===== config.mk =====
export PLATFORM = sky130hd
export DESIGN_NAME = rbf_engine_flat
export DESIGN_NICKNAME = d
export VERILOG_FILES = /design/src/verilog/rbf_pkg.sv /design/src/verilog/rbf_bus_if.sv /design/src/verilog/rbf_engine.sv /design/src/flat_wrapper.sv
export SDC_FILE = /design/constraint.sdc
export NUM_CORES = 1
export LEC_CHECK = 0
export BUFFER_PORTS_ARGS = -buffer_cell sky130_fd_sc_hd__buf_2
export CAP_MARGIN = 10
export CORE_UTILIZATION = 60
export CTS_BUF_LIST = sky130_fd_sc_hd__clkbuf_8
export DETAILED_ROUTE_END_ITERATION = 8
export GPL_ROUTABILITY_DRIVEN = 1
export GPL_TIMING_DRIVEN = 0
export PLACE_DENSITY = 0.86
export RECOVER_POWER = 50
export SLEW_MARGIN = 25
export SYNTH_ARGS = -nofsm -noshare
export SYNTH_HDL_FRONTEND = slang
export SYNTH_SLANG_ARGS = --single-unit

===== constraint.sdc =====
create_clock -name ref_clk -period 23.2 [get_ports ref_clk]
set_input_delay 1.16 -clock ref_clk [delete_from_list [all_inputs] [get_ports ref_clk]]
set_output_delay 1.16 -clock ref_clk [all_outputs]
set_load 0.005 [all_outputs]

===== src/verilog/rbf_pkg.sv =====
package rbf_pkg;
    // ----------------------------------------------------------------
    // Register map (byte offsets, 8-bit registers)
    // ----------------------------------------------------------------
    localparam logic [11:0] BLIT_CONTROL_STATUS = 12'h100;
    localparam logic [11:0] BLIT_PIXEL_FORMAT = 12'h101;
    localparam logic [11:0] BLIT_OPERATION_SELECT = 12'h103;
    localparam logic [11:0] BLIT_SOURCE_ADDR_LOW = 12'h104;
    localparam logic [11:0] BLIT_SOURCE_ADDR_MID = 12'h105;
    localparam logic [11:0] BLIT_SOURCE_ADDR_HIGH = 12'h106;
    localparam logic [11:0] BLIT_DEST_ADDR_LOW = 12'h108;
    localparam logic [11:0] BLIT_LINE_STRIDE_LOW = 12'h10c;
    localparam logic [11:0] BLIT_LINE_STRIDE_HIGH = 12'h10d;
    localparam logic [11:0] BLIT_WIDTH_LOW = 12'h110;
    localparam logic [11:0] BLIT_WIDTH_HIGH = 12'h111;
    localparam logic [11:0] BLIT_HEIGHT_LOW = 12'h112;
    localparam logic [11:0] BLIT_HEIGHT_HIGH = 12'h113;
    // FIFO data port of the transfer path, word wide
    localparam logic [11:0] BLIT_FIFO_PORT = 12'h400;
    // ----------------------------------------------------------------
    // Fields and values
    // ----------------------------------------------------------------
    localparam int BIT_ACTIVE = 7;
    localparam int BIT_FULL = 6;
    localparam int BIT_HALF = 5;
    localparam int BIT_NOT_EMPTY = 4;
    localparam int BIT_PHASE = 0;
    localparam logic [7:0] START_CMD = 8'h80;
    localparam logic [7:0] OP_READ_BLIT = 8'h01;
    localparam logic [7:0] FMT_BYTE_PIXELS = 8'h00;
    localparam logic [7:0] REG_RESET = 8'h00;
    localparam int FIFO_DEPTH = 16;
    localparam int FIFO_HALF = 8;
endpackage : rbf_pkg

===== src/verilog/rbf_bus_if.sv =====
interface rbf_bus_if;
    logic [11:0] addr;
    logic [15:0] wdata;
    logic wr;
    logic rd;
    logic [15:0] rdata;
    modport dev (input addr, input wdata, input wr, input rd, output rdata);
    modport host (output addr, output wdata, output wr, output rd, input rdata);
endinterface : rbf_bus_if


===== src/verilog/rbf_engine.sv =====
module rbf_engine
    import rbf_pkg::*;
#(
    parameter int MEM_AW = 21
) (
    input wire logic ref_clk,
    input wire logic reset,
    rbf_bus_if.dev bus,
    // Display buffer byte read port, data one cycle after address
    output logic [MEM_AW-1:0] mem_addr,
    output logic mem_rd,
    input wire logic [7:0] mem_data,
    output logic blit_active
);
    initial begin
        if (MEM_AW < 17 || MEM_AW > 24) $error("MEM_AW out of range");
    end

    typedef enum {S_IDLE, S_FETCH, S_WAIT, S_DRAIN} rbf_state_t;

    // ----------------------------------------------------------------
    // Configuration registers
    // ----------------------------------------------------------------
    logic [7:0] fmt_r, op_r, dst_r;
    logic [23:0] src_r;
    logic [15:0] stride_r, width_r, height_r;
    logic start;
    assign start = bus.wr && bus.addr == BLIT_CONTROL_STATUS && bus.wdata[7:0] == START_CMD
        && !blit_active && op_r == OP_READ_BLIT;

    always_ff @(posedge ref_clk or posedge reset) begin
        if (reset) begin
            fmt_r <= REG_RESET;
            op_r <= REG_RESET;
            dst_r <= REG_RESET;
            src_r <= '0;
            stride_r <= '0;
            width_r <= '0;
            height_r <= '0;
        end else if (bus.wr) begin
            case (bus.addr)
                BLIT_PIXEL_FORMAT: fmt_r <= bus.wdata[7:0];
                BLIT_OPERATION_SELECT: op_r <= bus.wdata[7:0];
                BLIT_DEST_ADDR_LOW: dst_r <= bus.wdata[7:0];
                BLIT_SOURCE_ADDR_LOW: src_r[7:0] <= bus.wdata[7:0];
                BLIT_SOURCE_ADDR_MID: src_r[15:8] <= bus.wdata[7:0];
                BLIT_SOURCE_ADDR_HIGH: src_r[23:16] <= bus.wdata[7:0];
                BLIT_LINE_STRIDE_LOW: stride_r[7:0] <= bus.wdata[7:0];
                BLIT_LINE_STRIDE_HIGH: stride_r[15:8] <= bus.wdata[7:0];
                BLIT_WIDTH_LOW: width_r[7:0] <= bus.wdata[7:0];
                BLIT_WIDTH_HIGH: width_r[15:8] <= bus.wdata[7:0];
                BLIT_HEIGHT_LOW: height_r[7:0] <= bus.wdata[7:0];
                BLIT_HEIGHT_HIGH: height_r[15:8] <= bus.wdata[7:0];
                default: ;
            endcase
        end
    end

    // ----------------------------------------------------------------
    // Working copy, taken only at start
    // ----------------------------------------------------------------
    rbf_state_t state_r;
    logic byte_mode_r, phase_r;
    logic [16:0] npix_r, nlines_r, pix_r, line_r;
    logic [16:0] words_left_r;
    logic [MEM_AW-1:0] line_base_r, rd_addr_r;
    logic [16:0] stride_bytes_r;
    logic hi_r; // next byte goes to the high lane
    logic [7:0] lo_byte_r;
    logic pend_r, eol_q_r, pend_eol_r;

    // FIFO
    logic [15:0] fifo_mem [FIFO_DEPTH];
    logic [3:0] wp_r, rp_r;
    logic [4:0] cnt_r;
    logic push;
    logic [15:0] push_data;
    logic pop;
    assign pop = bus.rd && bus.addr == BLIT_FIFO_PORT && cnt_r != 5'h00;

    function automatic logic [16:0] words_per_line(input logic bm, input logic ph, input logic [16:0] w);
        words_per_line = bm ? 17'((w + 17'h1 + 17'(ph)) >> 1) : w;
    endfunction

    // Room for the word that an in-flight byte may complete
    logic room;
    assign room = cnt_r + 5'(mem_rd) + 5'(pend_r) < 5'(FIFO_DEPTH);

    // ----------------------------------------------------------------
    // Fetch sequencer
    // ----------------------------------------------------------------
    logic fetch, sub_r, step;
    logic last_pix, eol;
    assign fetch = state_r == S_FETCH && room;
    assign step = byte_mode_r || sub_r;
    assign eol = pix_r == npix_r - 17'h1;
    assign last_pix = eol && line_r == nlines_r - 17'h1;

    always_ff @(posedge ref_clk or posedge reset) begin
        if (reset) begin
            state_r <= S_IDLE;
            byte_mode_r <= 1'b0;
            phase_r <= 1'b0;
            npix_r <= '0;
            nlines_r <= '0;
            pix_r <= '0;
            line_r <= '0;
            line_base_r <= '0;
            rd_addr_r <= '0;
            stride_bytes_r <= '0;
            words_left_r <= '0;
        end else begin
            case (state_r)
                S_IDLE: if (start) begin
                    byte_mode_r <= fmt_r == FMT_BYTE_PIXELS;
                    phase_r <= dst_r[BIT_PHASE];
                    npix_r <= {1'b0, width_r} + 17'h1;
                    nlines_r <= {1'b0, height_r} + 17'h1;
                    words_left_r <= 17'(words_per_line(fmt_r == FMT_BYTE_PIXELS, dst_r[BIT_PHASE],
                        {1'b0, width_r} + 17'h1) * ({1'b0, height_r} + 17'h1));
                    line_base_r <= src_r[MEM_AW-1:0];
                    rd_addr_r <= src_r[MEM_AW-1:0];
                    stride_bytes_r <= {stride_r, 1'b0};
                    pix_r <= '0;
                    line_r <= '0;
                    state_r <= S_FETCH;
                end
                S_FETCH: if (fetch && step) begin
                    if (last_pix) begin
                        state_r <= S_DRAIN;
                    end else if (eol) begin
                        pix_r <= '0;
                        line_r <= line_r + 17'h1;
                        line_base_r <= line_base_r + MEM_AW'(stride_bytes_r);
                        rd_addr_r <= line_base_r + MEM_AW'(stride_bytes_r);
                    end else begin
                        pix_r <= pix_r + 17'h1;
                        rd_addr_r <= rd_addr_r + (byte_mode_r ? MEM_AW'(1) : MEM_AW'(2));
                    end
                end
                S_DRAIN: if (words_left_r == '0 && !pend_r) state_r <= S_IDLE;
                default: state_r <= S_IDLE;
            endcase
            if (pop) words_left_r <= words_left_r - 17'h1;
        end
    end

    // A 16 bpp pixel is fetched as two bytes; simplest is two reads per pixel
    always_ff @(posedge ref_clk or posedge reset) begin
        if (reset) begin
            sub_r <= 1'b0;
            mem_rd <= 1'b0;
            mem_addr <= '0;
            pend_r <= 1'b0;
            eol_q_r <= 1'b0;
            pend_eol_r <= 1'b0;
        end else begin
            mem_rd <= fetch;
            mem_addr <= byte_mode_r ? rd_addr_r : rd_addr_r + MEM_AW'(sub_r);
            eol_q_r <= eol && step;
            pend_r <= mem_rd;
            pend_eol_r <= eol_q_r;
            if (fetch && !byte_mode_r) sub_r <= ~sub_r;
        end
    end

    // Byte packer: in 8 bpp a pixel lands in lane hi_r, words push when high lane filled or line ends
    always_ff @(posedge ref_clk or posedge reset) begin
        if (reset) begin
            hi_r <= 1'b0;
            lo_byte_r <= 8'h00;
        end else if (start) begin
            hi_r <= fmt_r == FMT_BYTE_PIXELS && dst_r[BIT_PHASE];
            lo_byte_r <= 8'h00;
        end else if (pend_r) begin
            if (pend_eol_r) begin
                hi_r <= byte_mode_r && phase_r;
                lo_byte_r <= 8'h00;
            end else if (!hi_r) begin
                lo_byte_r <= mem_data;
                hi_r <= 1'b1;
            end else begin
                hi_r <= 1'b0;
            end
        end
    end
    // A lone line-end pixel pushes with a zero high byte
    assign push = pend_r && (hi_r || pend_eol_r);
    assign push_data = hi_r ? {mem_data, lo_byte_r} : {8'h00, mem_data};

    // ----------------------------------------------------------------
    // Output FIFO
    // ----------------------------------------------------------------
    always_ff @(posedge ref_clk) begin
        if (push) fifo_mem[wp_r] <= push_data;
    end
    always_ff @(posedge ref_clk or posedge reset) begin
        if (reset) begin
            wp_r <= '0;
            rp_r <= '0;
            cnt_r <= '0;
        end else begin
            if (push) wp_r <= wp_r + 4'h1;
            if (pop) rp_r <= rp_r + 4'h1;
            cnt_r <= cnt_r + 5'(push) - 5'(pop);
        end
    end

    // ----------------------------------------------------------------
    // Read port and status
    // ----------------------------------------------------------------
    logic [7:0] status;
    always_comb begin
        status = 8'h00;
        status[BIT_ACTIVE] = state_r != S_IDLE;
        status[BIT_FULL] = cnt_r == 5'(FIFO_DEPTH);
        status[BIT_HALF] = cnt_r >= 5'(FIFO_HALF);
        status[BIT_NOT_EMPTY] = cnt_r != 5'h00;
    end
    always_ff @(posedge ref_clk or posedge reset) begin
        if (reset) begin
            bus.rdata <= '0;
            blit_active <= 1'b0;
        end else begin
            blit_active <= state_r != S_IDLE;
            bus.rdata <= '0;
            if (bus.rd) begin
                case (bus.addr)
                    BLIT_CONTROL_STATUS: bus.rdata <= {8'h00, status};
                    BLIT_PIXEL_FORMAT: bus.rdata <= {8'h00, fmt_r};
                    BLIT_OPERATION_SELECT: bus.rdata <= {8'h00, op_r};
                    BLIT_DEST_ADDR_LOW: bus.rdata <= {8'h00, dst_r};
                    BLIT_SOURCE_ADDR_LOW: bus.rdata <= {8'h00, src_r[7:0]};
                    BLIT_SOURCE_ADDR_MID: bus.rdata <= {8'h00, src_r[15:8]};
                    BLIT_SOURCE_ADDR_HIGH: bus.rdata <= {8'h00, src_r[23:16]};
                    BLIT_LINE_STRIDE_LOW: bus.rdata <= {8'h00, stride_r[7:0]};
                    BLIT_LINE_STRIDE_HIGH: bus.rdata <= {8'h00, stride_r[15:8]};
                    BLIT_WIDTH_LOW: bus.rdata <= {8'h00, width_r[7:0]};
                    BLIT_WIDTH_HIGH: bus.rdata <= {8'h00, width_r[15:8]};
                    BLIT_HEIGHT_LOW: bus.rdata <= {8'h00, height_r[7:0]};
                    BLIT_HEIGHT_HIGH: bus.rdata <= {8'h00, height_r[15:8]};
                    BLIT_FIFO_PORT: bus.rdata <= (cnt_r != 5'h00) ? fifo_mem[rp_r] : 16'h0000;
                    default: bus.rdata <= '0;
                endcase
            end
        end
    end
endmodule : rbf_engine


===== src/flat_wrapper.sv =====
// flat-port wrapper written by rule: the top's interface ports become plain ports
module rbf_engine_flat import rbf_pkg::*;
#(
    parameter int MEM_AW = 21
)
  (ref_clk, reset, mem_addr, mem_rd, mem_data, blit_active, bus_addr, bus_wdata, bus_wr, bus_rd, bus_rdata);
  rbf_bus_if bus_i ();
  input wire logic ref_clk;
  input wire logic reset;
  output logic [MEM_AW-1:0] mem_addr;
  output logic mem_rd;
  input wire logic [7:0] mem_data;
  output logic blit_active;
  input wire logic [$bits(bus_i.addr)-1:0] bus_addr;
  input wire logic [$bits(bus_i.wdata)-1:0] bus_wdata;
  input wire logic [$bits(bus_i.wr)-1:0] bus_wr;
  input wire logic [$bits(bus_i.rd)-1:0] bus_rd;
  output wire logic [$bits(bus_i.rdata)-1:0] bus_rdata;
  assign bus_i.addr = bus_addr;
  assign bus_i.wdata = bus_wdata;
  assign bus_i.wr = bus_wr;
  assign bus_i.rd = bus_rd;
  assign bus_rdata = bus_i.rdata;
  rbf_engine #(.MEM_AW(MEM_AW)) u_core (.ref_clk(ref_clk), .reset(reset), .bus(bus_i), .mem_addr(mem_addr), .mem_rd(mem_rd), .mem_data(mem_data), .blit_active(blit_active));
endmodule

# Word level (Yosys, flattened, before mapping)
# Memories as Yosys holds them, arrays and structs flattened.
# Cells that the tools add are included.
# Widths: inputs -> output; s select.
[classes]
add_sub_neg = 18
multipliers = 1
magnitude_cmp = 2
n_eq_ne = 29
mux = 43
bitwise_logic = 1
n_reduce_logical = 47
[ops]
columns = ["cell", "n"]
rows = [
  ["$pmux 16 s14", 1],
  ["$mux 17", 11],
  ["$mux 21", 8],
  ["$eq 12x9->1 const B", 13],
  ["$mux 32", 4],
  ["$pmux 32 s3", 1],
  ["$pmux 21 s2", 2],
  ["$pmux 17 s2", 2],
  ["$eq 32x2->1 const B", 2],
  ["$add 17x1->17 const B", 3],
  ["$sub 17x1->17 const B", 3],
  ["$mux 16", 3],
  ["$add 16x1->17 const B", 2],
  ["$eq 17x17->1", 2],
  ["$eq 32x1->1 const B", 1],
  ["$logic_not 32->1", 1],
  ["$mux 8", 4],
  ["$reduce_bool 32->1", 1],
  ["$reduce_and 2->1", 15],
  ["$add 21x1->21", 1],
  ["$add 21x17->21", 1],
  ["$add 21x21->21", 1],
  ["$add 17x1->17", 1],
  ["$logic_not 17->1", 1],
  ["other kinds (24)", 57],
]
[totals]
regBits = 338
ramBits = 256
inputBits = 40
output_inout_bits = 39
elab_cells = 178
n_memories = 1
[memory_table]
columns = ["memory", "depth", "width", "rd", "rd_ports_with_merged_regs", "write_ports", "line_no", "rtl"]
rows = [
  ["u_core.fifo_mem", 16, 16, 1, 0, 1, "rbf_engine.sv:73", "logic [15:0] fifo_mem [FIFO_DEPTH];"],
]

# Longest topological paths before layout
[logic_depth]
ltp_word = 8
depth_mapped = 31
mapped_depth_nobuf = 29

# Worst setup path after synthesis
# Ideal clock, no wire load.
[synth_timing]
path_kind = "flip-flop to flip-flop"
start = "register u_core.width_r[1]"
end = "register u_core.words_left_r[16]"
setup_ps = 82
arrival_ps = 7710
required_time_ps = 23118
path_slack_ps = 15408
path_stages_with_launch = 27
path_buffers = 1
period_less_slack_ps = 7792
cell_sequence = "dfrtp_1 -> ha_1 -> buf_2 -> nand3_4 -> or4_1 -> a222oi_1 -> nand3_2 -> a311o_2 -> or2_2 -> fa_1 -> fa_1 -> fa_1 -> inv_1 -> fa_1 -> inv_1 -> fa_1 -> fa_1 -> xnor2_1 -> xnor2_1 -> xnor2_1 -> xnor2_1 -> xnor2_1 -> xnor2_1 -> xnor3_1 -> xnor3_1 -> xnor3_1 -> a22oi_2"
[synth_via]
elab_chain_len = 8
[synth_lines]
columns = ["element", "line_no", "rtl"]
rows = [
  ["start: declaration", "rbf_engine.sv:26", "logic [15:0] stride_r, width_r, height_r;"],
  ["start signal: assignment", "rbf_engine.sv:50", "BLIT_WIDTH_LOW: width_r[7:0] <= bus.wdata[7:0];"],
  ["$add 16x1->17 *", "rbf_engine.sv:120", "{1'b0, width_r} + 17'h1) * ({1'b0, height_r} + 17'h1));"],
  ["$add 17x1->17 (2 in series)", "rbf_engine.sv:82", "words_per_line = bm ? 17'((w + 17'h1 + 17'(ph)) >> 1) : w;"],
  ["$mux 17 *", "rbf_engine.sv:82", ""],
  ["$mul 17x17->17 *", "rbf_engine.sv:120", ""],
  ["$mux 17 *", "rbf_engine.sv:114", "S_IDLE: if (start) begin"],
  ["$mux 17 *", "rbf_engine.sv:113", "case (state_r)"],
  ["$mux 17 *", "rbf_engine.sv:144", "if (pop) words_left_r <= words_left_r - 17'h1;"],
  ["end signal: assignment", "rbf_engine.sv:119", "words_left_r <= 17'(words_per_line(fmt_r == FMT_BYTE_PIXELS, dst_r[BIT_PHASE],"],
  ["end signal: assignment", "rbf_engine.sv:144", ""],
  ["end: declaration", "rbf_engine.sv:65", "logic [16:0] words_left_r;"],
]
# Mark *: on every way between the ends. The rest lies on a longest branch, timed or not. The select of a mux whose other input is x is not followed.
# A chain may end at the register's enable or synchronous reset.

==> results.json <==
{
  "vias": 24000,
  "grt_overflow": 0,
  "worstHoldStart": "u_core.eol_q_r",
  "grt_pass1_vias": 24500,
  "synthDistinctLibCells": 102,
  "status": "complete, but fails checks",
  "path_clk_slew_ns": 0.06,
  "yosys_warnings": 0,
  "nets": 3219,
  "area_growth_pct": 10.6,
  "die-width_um": 233,
  "final_cells": 3752,
  "synthAdderAreaFrac": 0.0977,
  "synth_area_um2": 31900,
  "synth_top_family_by_area": "simple AND/OR/NAND/NOR gates",
  "cts_setup_buffers": 0,
  "clock-sinks": 564,
  "synth_edf_count": 256,
  "ys_ff_latch": 564,
  "synth_most_common_cell": "dfrtp_1",
  "cts_tree": "built",
  "avgSynthCellArea_um2": 11.3,
  "final_core_util": 0.672,
  "grt_first_pass_wirelength_um": 139000,
  "period_share": 0.448,
  "setup_viol": 0,
  "fill_cells": 3725,
  "min_period_ns": 10.39,
  "maxSlewViolCount": 315,
  "critPathRequiredTime_ns": 22.72,
  "hold_path.class": "reg -> reg",
  "p_per_area_nw_per_um2": 57.3,
  "routabilityCongestion": 1.02,
  "yosys.area.top_type": "dfrtp_1",
  "dieHeight_um": 233,
  "first_pass_iters": 8,
  "skew_ns": 0.0506,
  "core_um2": 52600,
  "synthArstFlopShare": 0.546,
  "drt-wirelength-per-cell_um": 23.8,
  "tns_ns": 0,
  "worstReg2RegStart": "u_core.width_r[1]",
  "die-area_um2": 54100,
  "synth.yosys.seq_area_share": 0.482,
  "rows": 84,
  "grt_usage": 0.341,
  "antenna_found_initial": 5,
  "worst_slew_pin_slew_ns": 5.25,
  "synth_area_leaders": "dfrtp_1, edfxtp_1, fa_1, mux4_2, mux2_2",
  "htreeDepth": 3,
  "insertion_delay_ns": 0.72,
  "reg2reg_depth": 26,
  "hold_path_end": "u_core.pend_eol_r",
  "grt_start_max_net_pins": 103,
  "dr.first_iter.drc_count": 2791,
  "cts_resized": 0,
  "reg2reg_to": "u_core.words_left_r[16]",
  "critical_path_class": "in -> async",
  "synth_nets": 3051,
  "numPortBuffers": 66,
  "slew_headroom": -2.50,
  "post-place-cells": 3587,
  "cts_max_path_buffers": 3,
  "drcViolationCount": 0,
  "synth_xor_area_frac": 0.0510,
  "endpoint_kind": "asynchronous set/reset pin",
  "path_max_fanout": 102,
  "ir_worst_vdd_mv": 0.107,
  "hold_depth": 0,
  "rsz0062_at_grt": "false",
  "start_util": 0.607,
  "dp.final_hpwl_um": 63100,
  "final_hold_viol_count": 0,
  "start_kind": "primary input",
  "violations": "capacitance limit, slew limit",
  "ios": 79,
  "drive_above_1_share": 0.153,
  "viasPerCell": 6.41,
  "yosysTopAreaCellShare": 0.241,
  "cts_hold_buf": 0,
  "cts-root-buf": "clkbuf_8",
  "r2r_slack_ns": 14.22,
  "yosys.area_share.simple": 0.136,
  "synth_common_cells": "dfrtp_1, nand2_1, edfxtp_1",
  "p_leak_nw": 14.7,
  "drtAntennaViolNets": 0,
  "synth-main-ff-cell": "dfrtp_1",
  "synth_compound_area_frac": 0.0907,
  "cts_made_buffers": 87,
  "wl_um": 89400,
  "muxShareOfSynthArea": 0.101,
  "syn_inst": 2820,
  "fmax_ghz": 0.0963,
  "maxCapViolations": 4,
  "cp.arrival_ns": 9.91
}
cell usage in the layout (no fill, tap or decap), drive strengths merged, types with 50 or more instances in the layout:
cell type	count
nor3	50
edfxtp	256
nor2	227
inv	224
fa	97
a21oi	102
o21ai	111
xnor2	105
clkbuf	202
mux4	72
mux2	110
buf	108
nand3	60
xor2	68
nand2	296
ha	94
dfrtp	308
critical path, stage by stage:
cell        delay [ns]
buf_2             0.10
clkinvlp_2        0.98
clkbuf_1          3.65
clkbuf_1          3.89
cells by family (layout without fill, tap and decap cells):
logic type / Yosys count / count (layout)
flip-flops: 564 / 564
buffers and inverters: 337 / 575
AO/OA/AOI/OAI: 443 / 443
adder cells (fa/ha/maj): 191 / 191
other: 0 / 6
AND/OR/NAND/NOR: 890 / 890
multiplexers: 217 / 217
XOR/XNOR: 178 / 178
worst max path at each step:
stage	startpoint	endpoint	slack, ns	depth (start not counted)
3_5_place_dp	u_core.width_r[1]	u_core.words_left_r[16]	14.47	26
4_1_cts	u_core.width_r[1]	u_core.words_left_r[16]	14.38	26
3_3_place_gp	reset	u_core.line_r[13]	10.59	2
6_report	reset	u_core.mem_addr[0]	12.81	4
5_1_grt	reset	u_core.npix_r[6]	10.77	4
2_1_floorplan	reset	u_core.blit_active	13.52	1
state kept, by name (all words and copies together) (netlist names), 4 cells and up:
register and flops:
u_core.line_base_r 21, u_core.bus.rdata 16, u_core.op_r 8, u_core.stride_bytes_r 16
u_core.rp_r 4, u_core.height_r 16, u_core.dst_r 8, u_core.cnt_r 5
u_core.fifo_mem 256, u_core.width_r 16, u_core.words_left_r 17, u_core.npix_r 17
u_core.pix_r 17, u_core.mem_addr 21, u_core.fmt_r 8, u_core.stride_r 16
u_core.nlines_r 17, u_core.line_r 17, u_core.src_r 24, u_core.lo_byte_r 8
u_core.wp_r 4, u_core.rd_addr_r 21
area by class of cell:
| cell class | instances | area (µm²) | area share |
|---|---|---|---|
| Clock buffer | 97 | 1340 | 0.0378 |
| Tap cell | 688 | 861 | 0.0244 |
| Inverter | 203 | 763 | 0.0216 |
| Multi-Input combinational cell | 1919 | 15300 | 0.434 |
| Buffer | 134 | 568 | 0.0161 |
| Antenna cell | 6 | 15.0 | 0.000425 |
| Clock inverter | 62 | 608 | 0.0172 |
| Sequential cell | 564 | 15400 | 0.436 |
| Timing Repair Buffer | 79 | 432 | 0.0122 |
through the flow:
| stage | power, mW | worst slack, ns | hold slack, ns | area (µm²) |
|---|---|---|---|---|
| after floorplan | 1.09 | 13.52 | 0.331 | 31900 |
| after CTS | 2.03 | 14.38 | 0.357 | 35400 |
| after global placement | 1.11 | 10.59 | 0.341 | 33100 |
| final | 2.02 | 12.81 | 0.361 | 35300 |
| after detailed placement | 1.11 | 14.47 | 0.339 | 33400 |
| after global routing | 2.08 | 10.77 | 0.376 | 35300 |
per-layer routing:
layer	up-vias	GRT usage	wire length (µm)
li1	10400	-	-
met1	11800	0.431	33000
met2	1475	0.559	43500
met3	311	0.0761	8710
met4	6	0.161	4200
met5	-	0	32
power breakdown:
part / internal [mW] / switching, mW / total (mW)
sequential: 1.04 / 0.00242 / 1.05
clock: 0.515 / 0.421 / 0.936
combinational: 0.00971 / 0.0329 / 0.0426
(Power assumes the default switching activity.)
